<file path="src/shared/sos_pkg.sv">
// constants for the status output selector
package sos_pkg;
  // ----------------------------------------
  // register map
  // ----------------------------------------
  localparam int SOS_REG_INDEX_PIN_A = 'h1B;
  localparam int SOS_REG_INDEX_THRESH = 'h1A;
  localparam int SOS_REG_INDEX_IRQ_STATUS = 'h40;
  localparam int SOS_REG_INDEX_IRQ_CLEAR = 'h41;
  localparam int SOS_REG_INDEX_IRQ_ENABLE = 'h42;
  localparam int SOS_REG_INDEX_TEST = 'h43;
  localparam logic [11:0] SOS_ADDR_PIN_A = 12'(SOS_REG_INDEX_PIN_A * 4);
  localparam logic [11:0] SOS_ADDR_THRESH = 12'(SOS_REG_INDEX_THRESH * 4);
  localparam logic [11:0] SOS_ADDR_IRQ_STATUS = 12'(SOS_REG_INDEX_IRQ_STATUS * 4);
  localparam logic [11:0] SOS_ADDR_IRQ_CLEAR = 12'(SOS_REG_INDEX_IRQ_CLEAR * 4);
  localparam logic [11:0] SOS_ADDR_IRQ_ENABLE = 12'(SOS_REG_INDEX_IRQ_ENABLE * 4);
  localparam logic [11:0] SOS_ADDR_TEST = 12'(SOS_REG_INDEX_TEST * 4);
  // ----------------------------------------
  // fields and reset values
  // ----------------------------------------
  localparam int SOS_SRC_MSB = 7;
  localparam int SOS_SRC_LSB = 4;
  localparam int SOS_POL_BIT = 3;
  localparam logic [3:0] SOS_SRC_RESET = 4'h5;
  localparam logic SOS_POL_RESET = 1'b1;
  localparam logic [1:0] SOS_THRESH_RESET = 2'h1;
  localparam logic [1:0] SOS_THRESH_RESERVED = 2'h3;
  localparam logic [1:0] SOS_RESP_OKAY = 2'h0;
  localparam logic [1:0] SOS_RESP_SLVERR = 2'h2;
  localparam int SOS_IRQ_BITS = 4;
  // ----------------------------------------
  // source codes
  // ----------------------------------------
  localparam logic [3:0] SOS_SRC_PRI_LOS = 4'h0;
  localparam logic [3:0] SOS_SRC_SEC_LOS = 4'h1;
  localparam logic [3:0] SOS_SRC_LOL = 4'h2;
  localparam logic [3:0] SOS_SRC_R_DIV2 = 4'h3;
  localparam logic [3:0] SOS_SRC_N_DIV2 = 4'h4;
  localparam logic [3:0] SOS_SRC_CAL = 4'h8;
  localparam logic [3:0] SOS_SRC_IRQ = 4'hA;
  localparam logic [3:0] SOS_SRC_M_DIV2 = 4'hB;
  localparam logic [3:0] SOS_SRC_EEPROM = 4'hD;
  localparam logic [3:0] SOS_SRC_SWITCH = 4'hE;
  // ----------------------------------------
  // threshold codes in millivolts
  // ----------------------------------------
  localparam int SOS_THRESH_MV_0 = 200;
  localparam int SOS_THRESH_MV_1 = 300;
  localparam int SOS_THRESH_MV_2 = 400;
endpackage

</file>
<file path="src/shared/sos_sel_if.sv">
// carrier between register file and pin selector
`timescale 1ns/1ps
interface sos_sel_if;
  logic [3:0] source;
  logic polarity;
  logic test_active;
  logic test_level;
  logic [7:0] conditions;
  modport ctrl (output source, output polarity, output test_active, output test_level, output conditions);
  modport sel (input source, input polarity, input test_active, input test_level, input conditions);
endinterface

</file>
<file path="src/core/sos_top.sv">
// status pin a selector with axi4-lite register file
//
// Added by the designer: the AXI4-Lite register port.
`timescale 1ns/1ps
// What this block does
// RL1 - two-bit primary detector threshold, code 3 reserved
// RL2 - source bits 7:4 pick los, lol
// RL3 - codes 3,4,11 route divider halves
// RL4 - codes 8,13,14 calibration, eeprom, switch
// RL5 - code 10 drives interrupt summary
// RL6 - bit 3 sets pin polarity
// RL7 - test configuration overrides select and polarity
// RL8 - reserved codes inactive, bits 2:0 zero
module sos_top
  import sos_pkg::*;
#(
  parameter int ADDR_WIDTH = 12
) (
  input wire logic clk,
  input wire logic reset,
  input wire logic [ADDR_WIDTH-1:0] s_axi_awaddr,
  input wire logic s_axi_awvalid,
  output logic s_axi_awready,
  input wire logic [31:0] s_axi_wdata,
  input wire logic [3:0] s_axi_wstrb,
  input wire logic s_axi_wvalid,
  output logic s_axi_wready,
  output logic [1:0] s_axi_bresp,
  output logic s_axi_bvalid,
  input wire logic s_axi_bready,
  input wire logic [ADDR_WIDTH-1:0] s_axi_araddr,
  input wire logic s_axi_arvalid,
  output logic s_axi_arready,
  output logic [31:0] s_axi_rdata,
  output logic [1:0] s_axi_rresp,
  output logic s_axi_rvalid,
  input wire logic s_axi_rready,
  input wire logic primary_input_signal_missing,
  input wire logic secondary_input_signal_missing,
  input wire logic lock_lost_flag,
  input wire logic r_div_out,
  input wire logic r_div_bypassed,
  input wire logic n_div_out,
  input wire logic m_div_out,
  input wire logic m_div_bypassed,
  input wire logic vco_cal_active,
  input wire logic eeprom_active,
  input wire logic auto_select_active,
  input wire logic primary_ref_selected,
  output logic [1:0] primary_threshold_choice,
  output logic status_pin_a,
  output logic irq_summary
);
  // ----------------------------------------
  // input synchronisers
  // ----------------------------------------
  localparam int NSYNC = 12;
  logic [NSYNC-1:0] async_in;
  logic [NSYNC-1:0] sync1_reg;
  logic [NSYNC-1:0] sync2_reg;
  assign async_in = {primary_ref_selected, auto_select_active, eeprom_active, vco_cal_active, m_div_bypassed,
    m_div_out, n_div_out, r_div_bypassed, r_div_out, lock_lost_flag, secondary_input_signal_missing,
    primary_input_signal_missing};
  always_ff @(posedge clk or posedge reset) begin
    if (reset) begin
      sync1_reg <= '0;
      sync2_reg <= '0;
    end else begin
      sync1_reg <= async_in;
      sync2_reg <= sync1_reg;
    end
  end
  logic s_pri_los, s_sec_los, s_lol, s_r, s_r_byp, s_n, s_m, s_m_byp, s_cal, s_eep, s_auto, s_pri_sel;
  assign {s_pri_sel, s_auto, s_eep, s_cal, s_m_byp, s_m, s_n, s_r_byp, s_r, s_lol, s_sec_los, s_pri_los} = sync2_reg;
  // ----------------------------------------
  // divide-by-two taps
  // ----------------------------------------
  logic r_prev_reg, n_prev_reg, m_prev_reg;
  logic r_half_reg, n_half_reg, m_half_reg;
  logic pri_sel_prev_reg;
  always_ff @(posedge clk or posedge reset) begin
    if (reset) begin
      r_prev_reg <= 1'b0;
      n_prev_reg <= 1'b0;
      m_prev_reg <= 1'b0;
      r_half_reg <= 1'b0;
      n_half_reg <= 1'b0;
      m_half_reg <= 1'b0;
      pri_sel_prev_reg <= 1'b0;
    end else begin
      r_prev_reg <= s_r;
      n_prev_reg <= s_n;
      m_prev_reg <= s_m;
      pri_sel_prev_reg <= s_pri_sel;
      if (s_r && !r_prev_reg && !s_r_byp) begin
        r_half_reg <= ~r_half_reg; // RL3
      end
      if (s_n && !n_prev_reg) begin
        n_half_reg <= ~n_half_reg; // RL3
      end
      if (s_m && !m_prev_reg && !s_m_byp) begin
        m_half_reg <= ~m_half_reg; // RL3
      end
    end
  end
  logic switch_event;
  assign switch_event = s_auto && s_pri_sel && !pri_sel_prev_reg; // RL4
  // ----------------------------------------
  // interrupt status, clear, enable
  // ----------------------------------------
  logic [SOS_IRQ_BITS-1:0] irq_status_reg, irq_status_next, irq_enable_reg, irq_events, irq_clear;
  logic lol_prev_reg, pri_los_prev_reg;
  always_ff @(posedge clk or posedge reset) begin
    if (reset) begin
      lol_prev_reg <= 1'b0;
      pri_los_prev_reg <= 1'b0;
    end else begin
      lol_prev_reg <= s_lol;
      pri_los_prev_reg <= s_pri_los;
    end
  end
  assign irq_events = {switch_event, s_sec_los, s_pri_los && !pri_los_prev_reg, s_lol && !lol_prev_reg};
  assign irq_status_next = (irq_status_reg & ~irq_clear) | irq_events;
  // ----------------------------------------
  // axi4-lite write path
  // ----------------------------------------
  logic [ADDR_WIDTH-1:0] awaddr_reg;
  logic aw_held_reg, w_held_reg;
  logic [31:0] wdata_reg;
  logic [3:0] wstrb_reg;
  logic [3:0] source_reg;
  logic polarity_reg;
  logic [1:0] thresh_reg;
  logic test_active_reg, test_level_reg;
  logic do_write, wr_lane0;
  logic [11:0] wr_addr;
  logic wr_hit;
  assign do_write = aw_held_reg && w_held_reg && !s_axi_bvalid;
  assign wr_addr = 12'(awaddr_reg) & 12'hFFC;
  assign wr_lane0 = do_write && wstrb_reg[0];
  assign wr_hit = wr_addr == SOS_ADDR_PIN_A || wr_addr == SOS_ADDR_THRESH || wr_addr == SOS_ADDR_IRQ_CLEAR ||
    wr_addr == SOS_ADDR_IRQ_ENABLE || wr_addr == SOS_ADDR_TEST;
  assign irq_clear = (wr_lane0 && wr_addr == SOS_ADDR_IRQ_CLEAR) ? wdata_reg[SOS_IRQ_BITS-1:0] : '0;
  always_ff @(posedge clk or posedge reset) begin
    if (reset) begin
      aw_held_reg <= 1'b0;
      w_held_reg <= 1'b0;
      awaddr_reg <= '0;
      wdata_reg <= '0;
      wstrb_reg <= '0;
      s_axi_bvalid <= 1'b0;
      s_axi_bresp <= SOS_RESP_OKAY;
      s_axi_awready <= 1'b1;
      s_axi_wready <= 1'b1;
    end else begin
      if (s_axi_awvalid && s_axi_awready) begin
        aw_held_reg <= 1'b1;
        awaddr_reg <= s_axi_awaddr;
        s_axi_awready <= 1'b0;
      end
      if (s_axi_wvalid && s_axi_wready) begin
        w_held_reg <= 1'b1;
        s_axi_wready <= 1'b0;
        wdata_reg <= s_axi_wdata;
        wstrb_reg <= s_axi_wstrb;
      end
      if (do_write) begin
        aw_held_reg <= 1'b0;
        w_held_reg <= 1'b0;
        s_axi_bvalid <= 1'b1;
        s_axi_bresp <= wr_hit ? SOS_RESP_OKAY : SOS_RESP_SLVERR;
      end else if (s_axi_bvalid && s_axi_bready) begin
        s_axi_bvalid <= 1'b0;
        s_axi_awready <= 1'b1;
        s_axi_wready <= 1'b1;
      end
    end
  end
  always_ff @(posedge clk or posedge reset) begin
    if (reset) begin
      source_reg <= SOS_SRC_RESET;
      polarity_reg <= SOS_POL_RESET;
      thresh_reg <= SOS_THRESH_RESET;
      irq_enable_reg <= '0;
      test_active_reg <= 1'b0;
      test_level_reg <= 1'b0;
      irq_status_reg <= '0;
    end else begin
      irq_status_reg <= irq_status_next;
      if (wr_lane0 && wr_addr == SOS_ADDR_PIN_A) begin
        source_reg <= wdata_reg[SOS_SRC_MSB:SOS_SRC_LSB]; // RL2
        polarity_reg <= wdata_reg[SOS_POL_BIT]; // RL6
      end
      if (wr_lane0 && wr_addr == SOS_ADDR_THRESH && wdata_reg[1:0] != SOS_THRESH_RESERVED) begin
        thresh_reg <= wdata_reg[1:0]; // RL1
      end
      if (wr_lane0 && wr_addr == SOS_ADDR_IRQ_ENABLE) begin
        irq_enable_reg <= wdata_reg[SOS_IRQ_BITS-1:0];
      end
      if (wr_lane0 && wr_addr == SOS_ADDR_TEST) begin
        test_active_reg <= wdata_reg[0]; // RL7
        test_level_reg <= wdata_reg[1];
      end
    end
  end
  // ----------------------------------------
  // axi4-lite read path
  // ----------------------------------------
  logic [11:0] rd_addr;
  logic [31:0] rd_word;
  logic rd_hit;
  assign rd_addr = 12'(s_axi_araddr) & 12'hFFC;
  always_comb begin
    rd_word = '0;
    rd_hit = 1'b1;
    case (rd_addr)
      SOS_ADDR_PIN_A: rd_word = {24'h000000, source_reg, polarity_reg, 3'h0}; // RL8
      SOS_ADDR_THRESH: rd_word = {30'h0, thresh_reg};
      SOS_ADDR_IRQ_STATUS: rd_word = {28'h0000000, irq_status_reg};
      SOS_ADDR_IRQ_CLEAR: rd_word = '0;
      SOS_ADDR_IRQ_ENABLE: rd_word = {28'h0000000, irq_enable_reg};
      SOS_ADDR_TEST: rd_word = {30'h0, test_level_reg, test_active_reg};
      default: rd_hit = 1'b0;
    endcase
  end
  always_ff @(posedge clk or posedge reset) begin
    if (reset) begin
      s_axi_rvalid <= 1'b0;
      s_axi_rdata <= '0;
      s_axi_rresp <= SOS_RESP_OKAY;
      s_axi_arready <= 1'b1;
    end else if (s_axi_arvalid && s_axi_arready) begin
      s_axi_rvalid <= 1'b1;
      s_axi_arready <= 1'b0;
      s_axi_rdata <= rd_word;
      s_axi_rresp <= rd_hit ? SOS_RESP_OKAY : SOS_RESP_SLVERR;
    end else if (s_axi_rvalid && s_axi_rready) begin
      s_axi_rvalid <= 1'b0;
      s_axi_arready <= 1'b1;
    end
  end
  // ----------------------------------------
  // outputs and pin selector
  // ----------------------------------------
  logic irq_level;
  assign irq_level = |(irq_status_reg & irq_enable_reg); // RL5
  always_ff @(posedge clk or posedge reset) begin
    if (reset) begin
      irq_summary <= 1'b0;
      primary_threshold_choice <= SOS_THRESH_RESET;
    end else begin
      irq_summary <= irq_level;
      primary_threshold_choice <= thresh_reg; // RL1
    end
  end
  logic [3:0] sel_source;
  logic sel_raw;
  logic eep_sel, sw_sel;
  sos_sel_if sel_bus ();
  // eeprom and switch codes reuse the pri los code and condition bit 0 via remap
  assign eep_sel = source_reg == SOS_SRC_EEPROM; // RL4
  assign sw_sel = source_reg == SOS_SRC_SWITCH; // RL4
  assign sel_source = (eep_sel || sw_sel) ? SOS_SRC_PRI_LOS : source_reg;
  assign sel_raw = eep_sel ? s_eep : (sw_sel ? switch_event : s_pri_los);
  assign sel_bus.source = sel_source;
  assign sel_bus.polarity = polarity_reg;
  assign sel_bus.test_active = test_active_reg;
  assign sel_bus.test_level = test_level_reg;
  assign sel_bus.conditions = {m_half_reg, irq_level, s_cal, n_half_reg, r_half_reg, s_lol, s_sec_los, sel_raw};
  sos_pin_select u_select (
    .clk(clk),
    .reset(reset),
    .bus(sel_bus),
    .pin_level(status_pin_a)
  );
  // ----------------------------------------
  // checks
  // ----------------------------------------
  a_irq_sticky: assert property (@(posedge clk) disable iff (reset)
    (irq_events[0]) |=> irq_status_reg[0])
    else $error("interrupt event lost");
  a_irq_level: assert property (@(posedge clk) disable iff (reset) // RL5
    (|(irq_status_reg & irq_enable_reg)) |=> irq_summary)
    else $error("summary not raised");
  a_thresh_rsvd: assert property (@(posedge clk) disable iff (reset) // RL1
    thresh_reg != SOS_THRESH_RESERVED)
    else $error("reserved threshold stored");
  a_rsvd_inactive: assert property (@(posedge clk) disable iff (reset) // RL8
    (!test_active_reg && source_reg == 4'h5) |=> status_pin_a == !$past(polarity_reg))
    else $error("reserved code not inactive");
  a_r_bypass_hold: assert property (@(posedge clk) disable iff (reset) // RL3
    s_r_byp |=> $stable(r_half_reg))
    else $error("bypassed r tap toggled");
  a_m_bypass_hold: assert property (@(posedge clk) disable iff (reset) // RL3
    s_m_byp |=> $stable(m_half_reg))
    else $error("bypassed m tap toggled");
  a_cal_route: assert property (@(posedge clk) disable iff (reset) // RL4
    (!test_active_reg && polarity_reg && source_reg == SOS_SRC_CAL) |=> status_pin_a == $past(s_cal))
    else $error("calibration not on pin");
  a_eeprom_route: assert property (@(posedge clk) disable iff (reset) // RL4
    (!test_active_reg && polarity_reg && source_reg == SOS_SRC_EEPROM) |=> status_pin_a == $past(s_eep))
    else $error("eeprom activity not on pin");
  a_switch_route: assert property (@(posedge clk) disable iff (reset) // RL4
    (!test_active_reg && polarity_reg && source_reg == SOS_SRC_SWITCH) |=> status_pin_a == $past(switch_event))
    else $error("switch event not on pin");
  a_los_route: assert property (@(posedge clk) disable iff (reset) // RL2
    (!test_active_reg && polarity_reg && source_reg == SOS_SRC_SEC_LOS) |=> status_pin_a == $past(s_sec_los))
    else $error("secondary los not on pin");
endmodule

</file>
<file path="src/core/sos_pin_select.sv">
// status pin source mux with polarity and test override
`timescale 1ns/1ps
module sos_pin_select
  import sos_pkg::*;
(
  input wire logic clk,
  input wire logic reset,
  sos_sel_if.sel bus,
  output logic pin_level
);
  // ----------------------------------------
  // selection
  // ----------------------------------------
  // condition bits: 0 pri los or remapped source, 1 sec los, 2 lol, 3 r/2, 4 n/2, 5 cal, 6 irq, 7 m/2
  logic active_raw;
  logic driven;
  always_comb begin
    case (bus.source)
      SOS_SRC_PRI_LOS: active_raw = bus.conditions[0]; // RL2
      SOS_SRC_SEC_LOS: active_raw = bus.conditions[1]; // RL2
      SOS_SRC_LOL: active_raw = bus.conditions[2]; // RL2
      SOS_SRC_R_DIV2: active_raw = bus.conditions[3]; // RL3
      SOS_SRC_N_DIV2: active_raw = bus.conditions[4]; // RL3
      SOS_SRC_CAL: active_raw = bus.conditions[5]; // RL4
      SOS_SRC_IRQ: active_raw = bus.conditions[6]; // RL5
      SOS_SRC_M_DIV2: active_raw = bus.conditions[7]; // RL3
      default: active_raw = 1'b0; // RL8
    endcase
  end
  assign driven = bus.test_active ? bus.test_level : (bus.polarity ? active_raw : ~active_raw); // RL6 RL7
  always_ff @(posedge clk or posedge reset) begin
    if (reset) begin
      pin_level <= 1'b0;
    end else begin
      pin_level <= driven;
    end
  end
  a_pol_high: assert property (@(posedge clk) disable iff (reset) // RL6
    (!bus.test_active && bus.polarity && bus.source == SOS_SRC_LOL) |=> pin_level == $past(bus.conditions[2]))
    else $error("active high lol not on pin");
  a_test_wins: assert property (@(posedge clk) disable iff (reset) // RL7
    bus.test_active |=> pin_level == $past(bus.test_level))
    else $error("test override not on pin");
endmodule

</file>
<file path="config.mk">
export PLATFORM = sky130hd
export DESIGN_NAME = sos_top
export DESIGN_NICKNAME = d
export VERILOG_FILES = /design/src/shared/sos_pkg.sv /design/src/shared/sos_sel_if.sv /design/src/core/sos_top.sv /design/src/core/sos_pin_select.sv
export SDC_FILE = /design/constraint.sdc
export NUM_CORES = 1
export LEC_CHECK = 0
export BUFFER_PORTS_ARGS = -buffer_cell sky130_fd_sc_hd__buf_2
export CORE_AREA = 10 10 97 99
export DETAILED_ROUTE_END_ITERATION = 8
export DIE_AREA = 0 0 107 109
export GPL_ROUTABILITY_DRIVEN = 0
export HOLD_SLACK_MARGIN = 0.15
export PLACE_DENSITY = 0.78
export SYNTH_ARGS = -nofsm -noshare
export SYNTH_HDL_FRONTEND = slang
export SYNTH_HIERARCHICAL = 1
export SYNTH_SLANG_ARGS = --single-unit
</file>
<file path="constraint.sdc">
create_clock -name clk -period 2.9 [get_ports clk]
set_input_delay 0.29 -clock clk [delete_from_list [all_inputs] [get_ports clk]]
set_output_delay 0.29 -clock clk [all_outputs]
set_load 0.05 [all_outputs]
</file>
==> flow_summary_export.csv <==
group,metric,value,unit
outcome,status,"finished clean",
finish,mostFrequentLayoutCells,"dfrtp_1 (82), buf_2 (66), mux2_2 (30), dlygate4sd3_1 (30), conb_1 (26)",
critical_path,crit_slowest_cell,"dfstp_2",
power,power,3010,uW
floorplanning,start_util,48.9,%
placement,place_ws,0.518,ns
sta,fin_tns_setup,0,ns
routing,wl_per_cell,15.0,microns
floorplanning,die_h,109,microns
clocking,clock_path_buffers,2,
global_route,grt_max_degree,46,
sta,layout_setup_ws,0.458,ns
power,intPower,2050,uW
floorplanning,ios,124,
sta,setup_viol,0,
power,power.leakage,0.00211,uW
global_route,grt_pass1_vias,2523,
job,cap_violations,0,
routing,ant_nets,0,
sta,slew_headroom,49.7,%
routing,vias,2435,
clocking,clock_tree.htree_level_count,3,
synthesis,ys_seq_area_share,61.4,%
routing,drc_errors,0,
finish,drive_gt1_share,32.9,%
sta,worst_clock_skew,0.00647,ns
synthesis,synth_cell_type_count,49,
clocking,clk_latency,0.36,ns
finish,area_growth,22.3,%
synthesis,synth_area_leaders,"dfrtp_1 (56%), mux2_2 (9.2%), dfstp_2 (5.7%)",
finish,layout.cells.most_common,"dfrtp_1",
power,power_switching,967,uW
clocking,ctsRootBufferMaster,"clkbuf_8",
sta,fin_crit_sh,84.2,%
placement,numPortBuffers,66,
clocking,postCtsSetupBuffers,0,
sta,tightest_slew,0.753,ns
synthesis,synth_top_area_cell,"dfrtp_1",
critical_path,cp_max_fo,6,
floorplanning,core,7530,sq um
finish,diodes,0,
synthesis,synth_cells,282,
clocking,cts_tree,"yes",
power,clkPwrFrac,24.9,%
clocking,clkTransAtPathRegs,0.08,ns
sta,rsz0062_at_grt,"no",
routing,routed_wl,7390,microns
power,p_sw_share,32.1,%
finish,fillers,588,
hold_path,hp-class,"input port to register",
clocking,cts.sinks,90,
floorplanning,die_x,107,microns
synthesis,async_flop_share,100,%
finish,finalNetCount,463,
placement,post-dp-hpwl,5460,microns
critical_path,cp_top_family,"simple AND/OR/NAND/NOR gates",
routing,initialDrtViolationCount,91,
critical_path,path_cells,"nand2_1, o31ai_1, a221oi_1, mux4_2, nor3b_1, or4_1, a31oi_1",
sta,slew_violations,0,
sta,period_needed,2.44,ns
global_route,track_usage,13.1,%
sta,fmax,409,MHz
global_route,grt_pass1_wl,12200,microns
global_route,antenna_found_initial,0,
power,irDropWorstVdd,613,uV
sta,finalHoldViolations,0,
floorplanning,rows,32,
power,power_density,669,nW/um^2
floorplanning,die_area,11700,sq um
synthesis,synth-seq-cells,90,
critical_path,critPathBufInv,0,
critical_path,crit_path_max_incr_delay,0.61,ns
critical_path,arrival,2.71,ns
routing,drt-pass1-iter-count,4,
global_route,grt_overflow,0,
synthesis,syn-mean-instance-area,13.1,sq um
synthesis,synthesis.area,3680,sq um
synthesis,synth_edf_count,0,
clocking,cts_made_buffers,9,
synthesis,yosysWarningCount,6,
power,seqPwrFrac,54.9,%
synthesis,synthFlopType,"dfrtp_1",
critical_path,worstPathRequired,3.17,ns
synthesis,synth_top_cell_area_share,55.7,%
critical_path,critical_path_class,"register to register",
power,combPwrFrac,20.2,%
critical_path,worst_setup_path_start_kind,"register",
critical_path,endpoint_kind,"register",
routing,via_per_inst,4.96,
## layout make-up
class | instances | area (sq um) | area share, %
Clock inverter | 6 | 42.5 | 0.944
Multi-Input combinational cell | 173 | 1240 | 27.6
Tap cell | 102 | 128 | 2.83
Clock buffer | 10 | 128 | 2.83
Sequential cell | 90 | 2260 | 50.2
Inverter | 13 | 50.0 | 1.11
Timing Repair Buffer | 97 | 651 | 14.4
## cell usage after synthesis (3+ instances only)
cell type / instances
dfrtp_1: 82
mux2_2: 30
buf_4: 26
nand2_1: 20
inv_1: 13
nor2_1: 11
o21ai_0: 9
dfstp_2: 8
a22o_1: 7
a22oi_1: 6
nand3b_1: 5
clkbuf_1: 4
mux2i_1: 4
a21boi_0: 3
and3b_1: 3
nor3_1: 3
nor3b_1: 3
o31ai_1: 3
o32ai_1: 3
o41ai_1: 3
xnor2_1: 3
## metrics by stage
stage                     area, sq um  util (%)  hold WS, ns  cells
after floorplan                  3780         -       0.0187    307
after global placement           4040      53.6        0.144    445
after detailed placement         4040      53.6        0.152    445
after CTS                        4510      59.9        0.151    491
after global routing             4510      59.9        0.151    491
final                            4510      59.9        0.163    491
## power groups by stage
| stage | logic, uW | registers [uW] | clock network, uW |
|---|---|---|---|
| 4_1_cts | 617 | 1650 | 775 |
| 5_1_grt | 666 | 1680 | 828 |
| 3_5_place_dp | 581 | 1680 | 0 |
| 6_report | 610 | 1650 | 750 |
| 3_3_place_gp | 559 | 1660 | 0 |
| 2_1_floorplan | 417 | 1710 | 0 |
## worst paths after layout
| path | start | to | slack, ns | cells after the start |
|---|---|---|---|---|
| worst max-delay path | source_reg[2] | u_select/pin_level | 0.46 | 7 |
| min in group asynchronous | reset | u_select/pin_level | 0.32 | 3 |
| worst max register to register | source_reg[2] | u_select/pin_level | 0.46 | 7 |
| worst min register to register | sync1_reg[5] | sync2_reg[5] | 0.35 | 0 |
| worst min-delay path | s_axi_wdata[7] | wdata_reg[7] | 0.16 | 2 |
| max in group asynchronous | reset | s_axi_awready | 1.57 | 4 |
## metal layers
layer  GRT usage [%]  vias to the layer above  part of all wire (%)
li1                -                     1155                     -
met1            15.9                     1187                    43
met2            19.7                       81                    47
met3            6.31                       12                   8.3
met4            5.03                        0                   1.5
met5               0                        -                     0
## logic make-up (layout without fill, tap and decap cells)
| group | Yosys count | in the layout | synth area share [%] |
|---|---|---|---|
| buffers and inverters | 44 | 126 | 7.34 |
| flip-flops | 90 | 90 | 61.4 |
| multiplexers | 35 | 35 | 10.9 |
| XOR/XNOR | 4 | 4 | 0.951 |
| other | 1 | 26 | 0.102 |
| AO/OA/AOI/OAI | 48 | 48 | 9.68 |
| AND/OR/NAND/NOR | 60 | 60 | 9.65 |
## timing repair
item / in CTS / in global routing
endpoints found under the hold margin: 70 / 0
hold buffers: 30 / 0
gates resized for setup: 0 / 0
No activity file was read; power rests on OpenSTA's default activity.
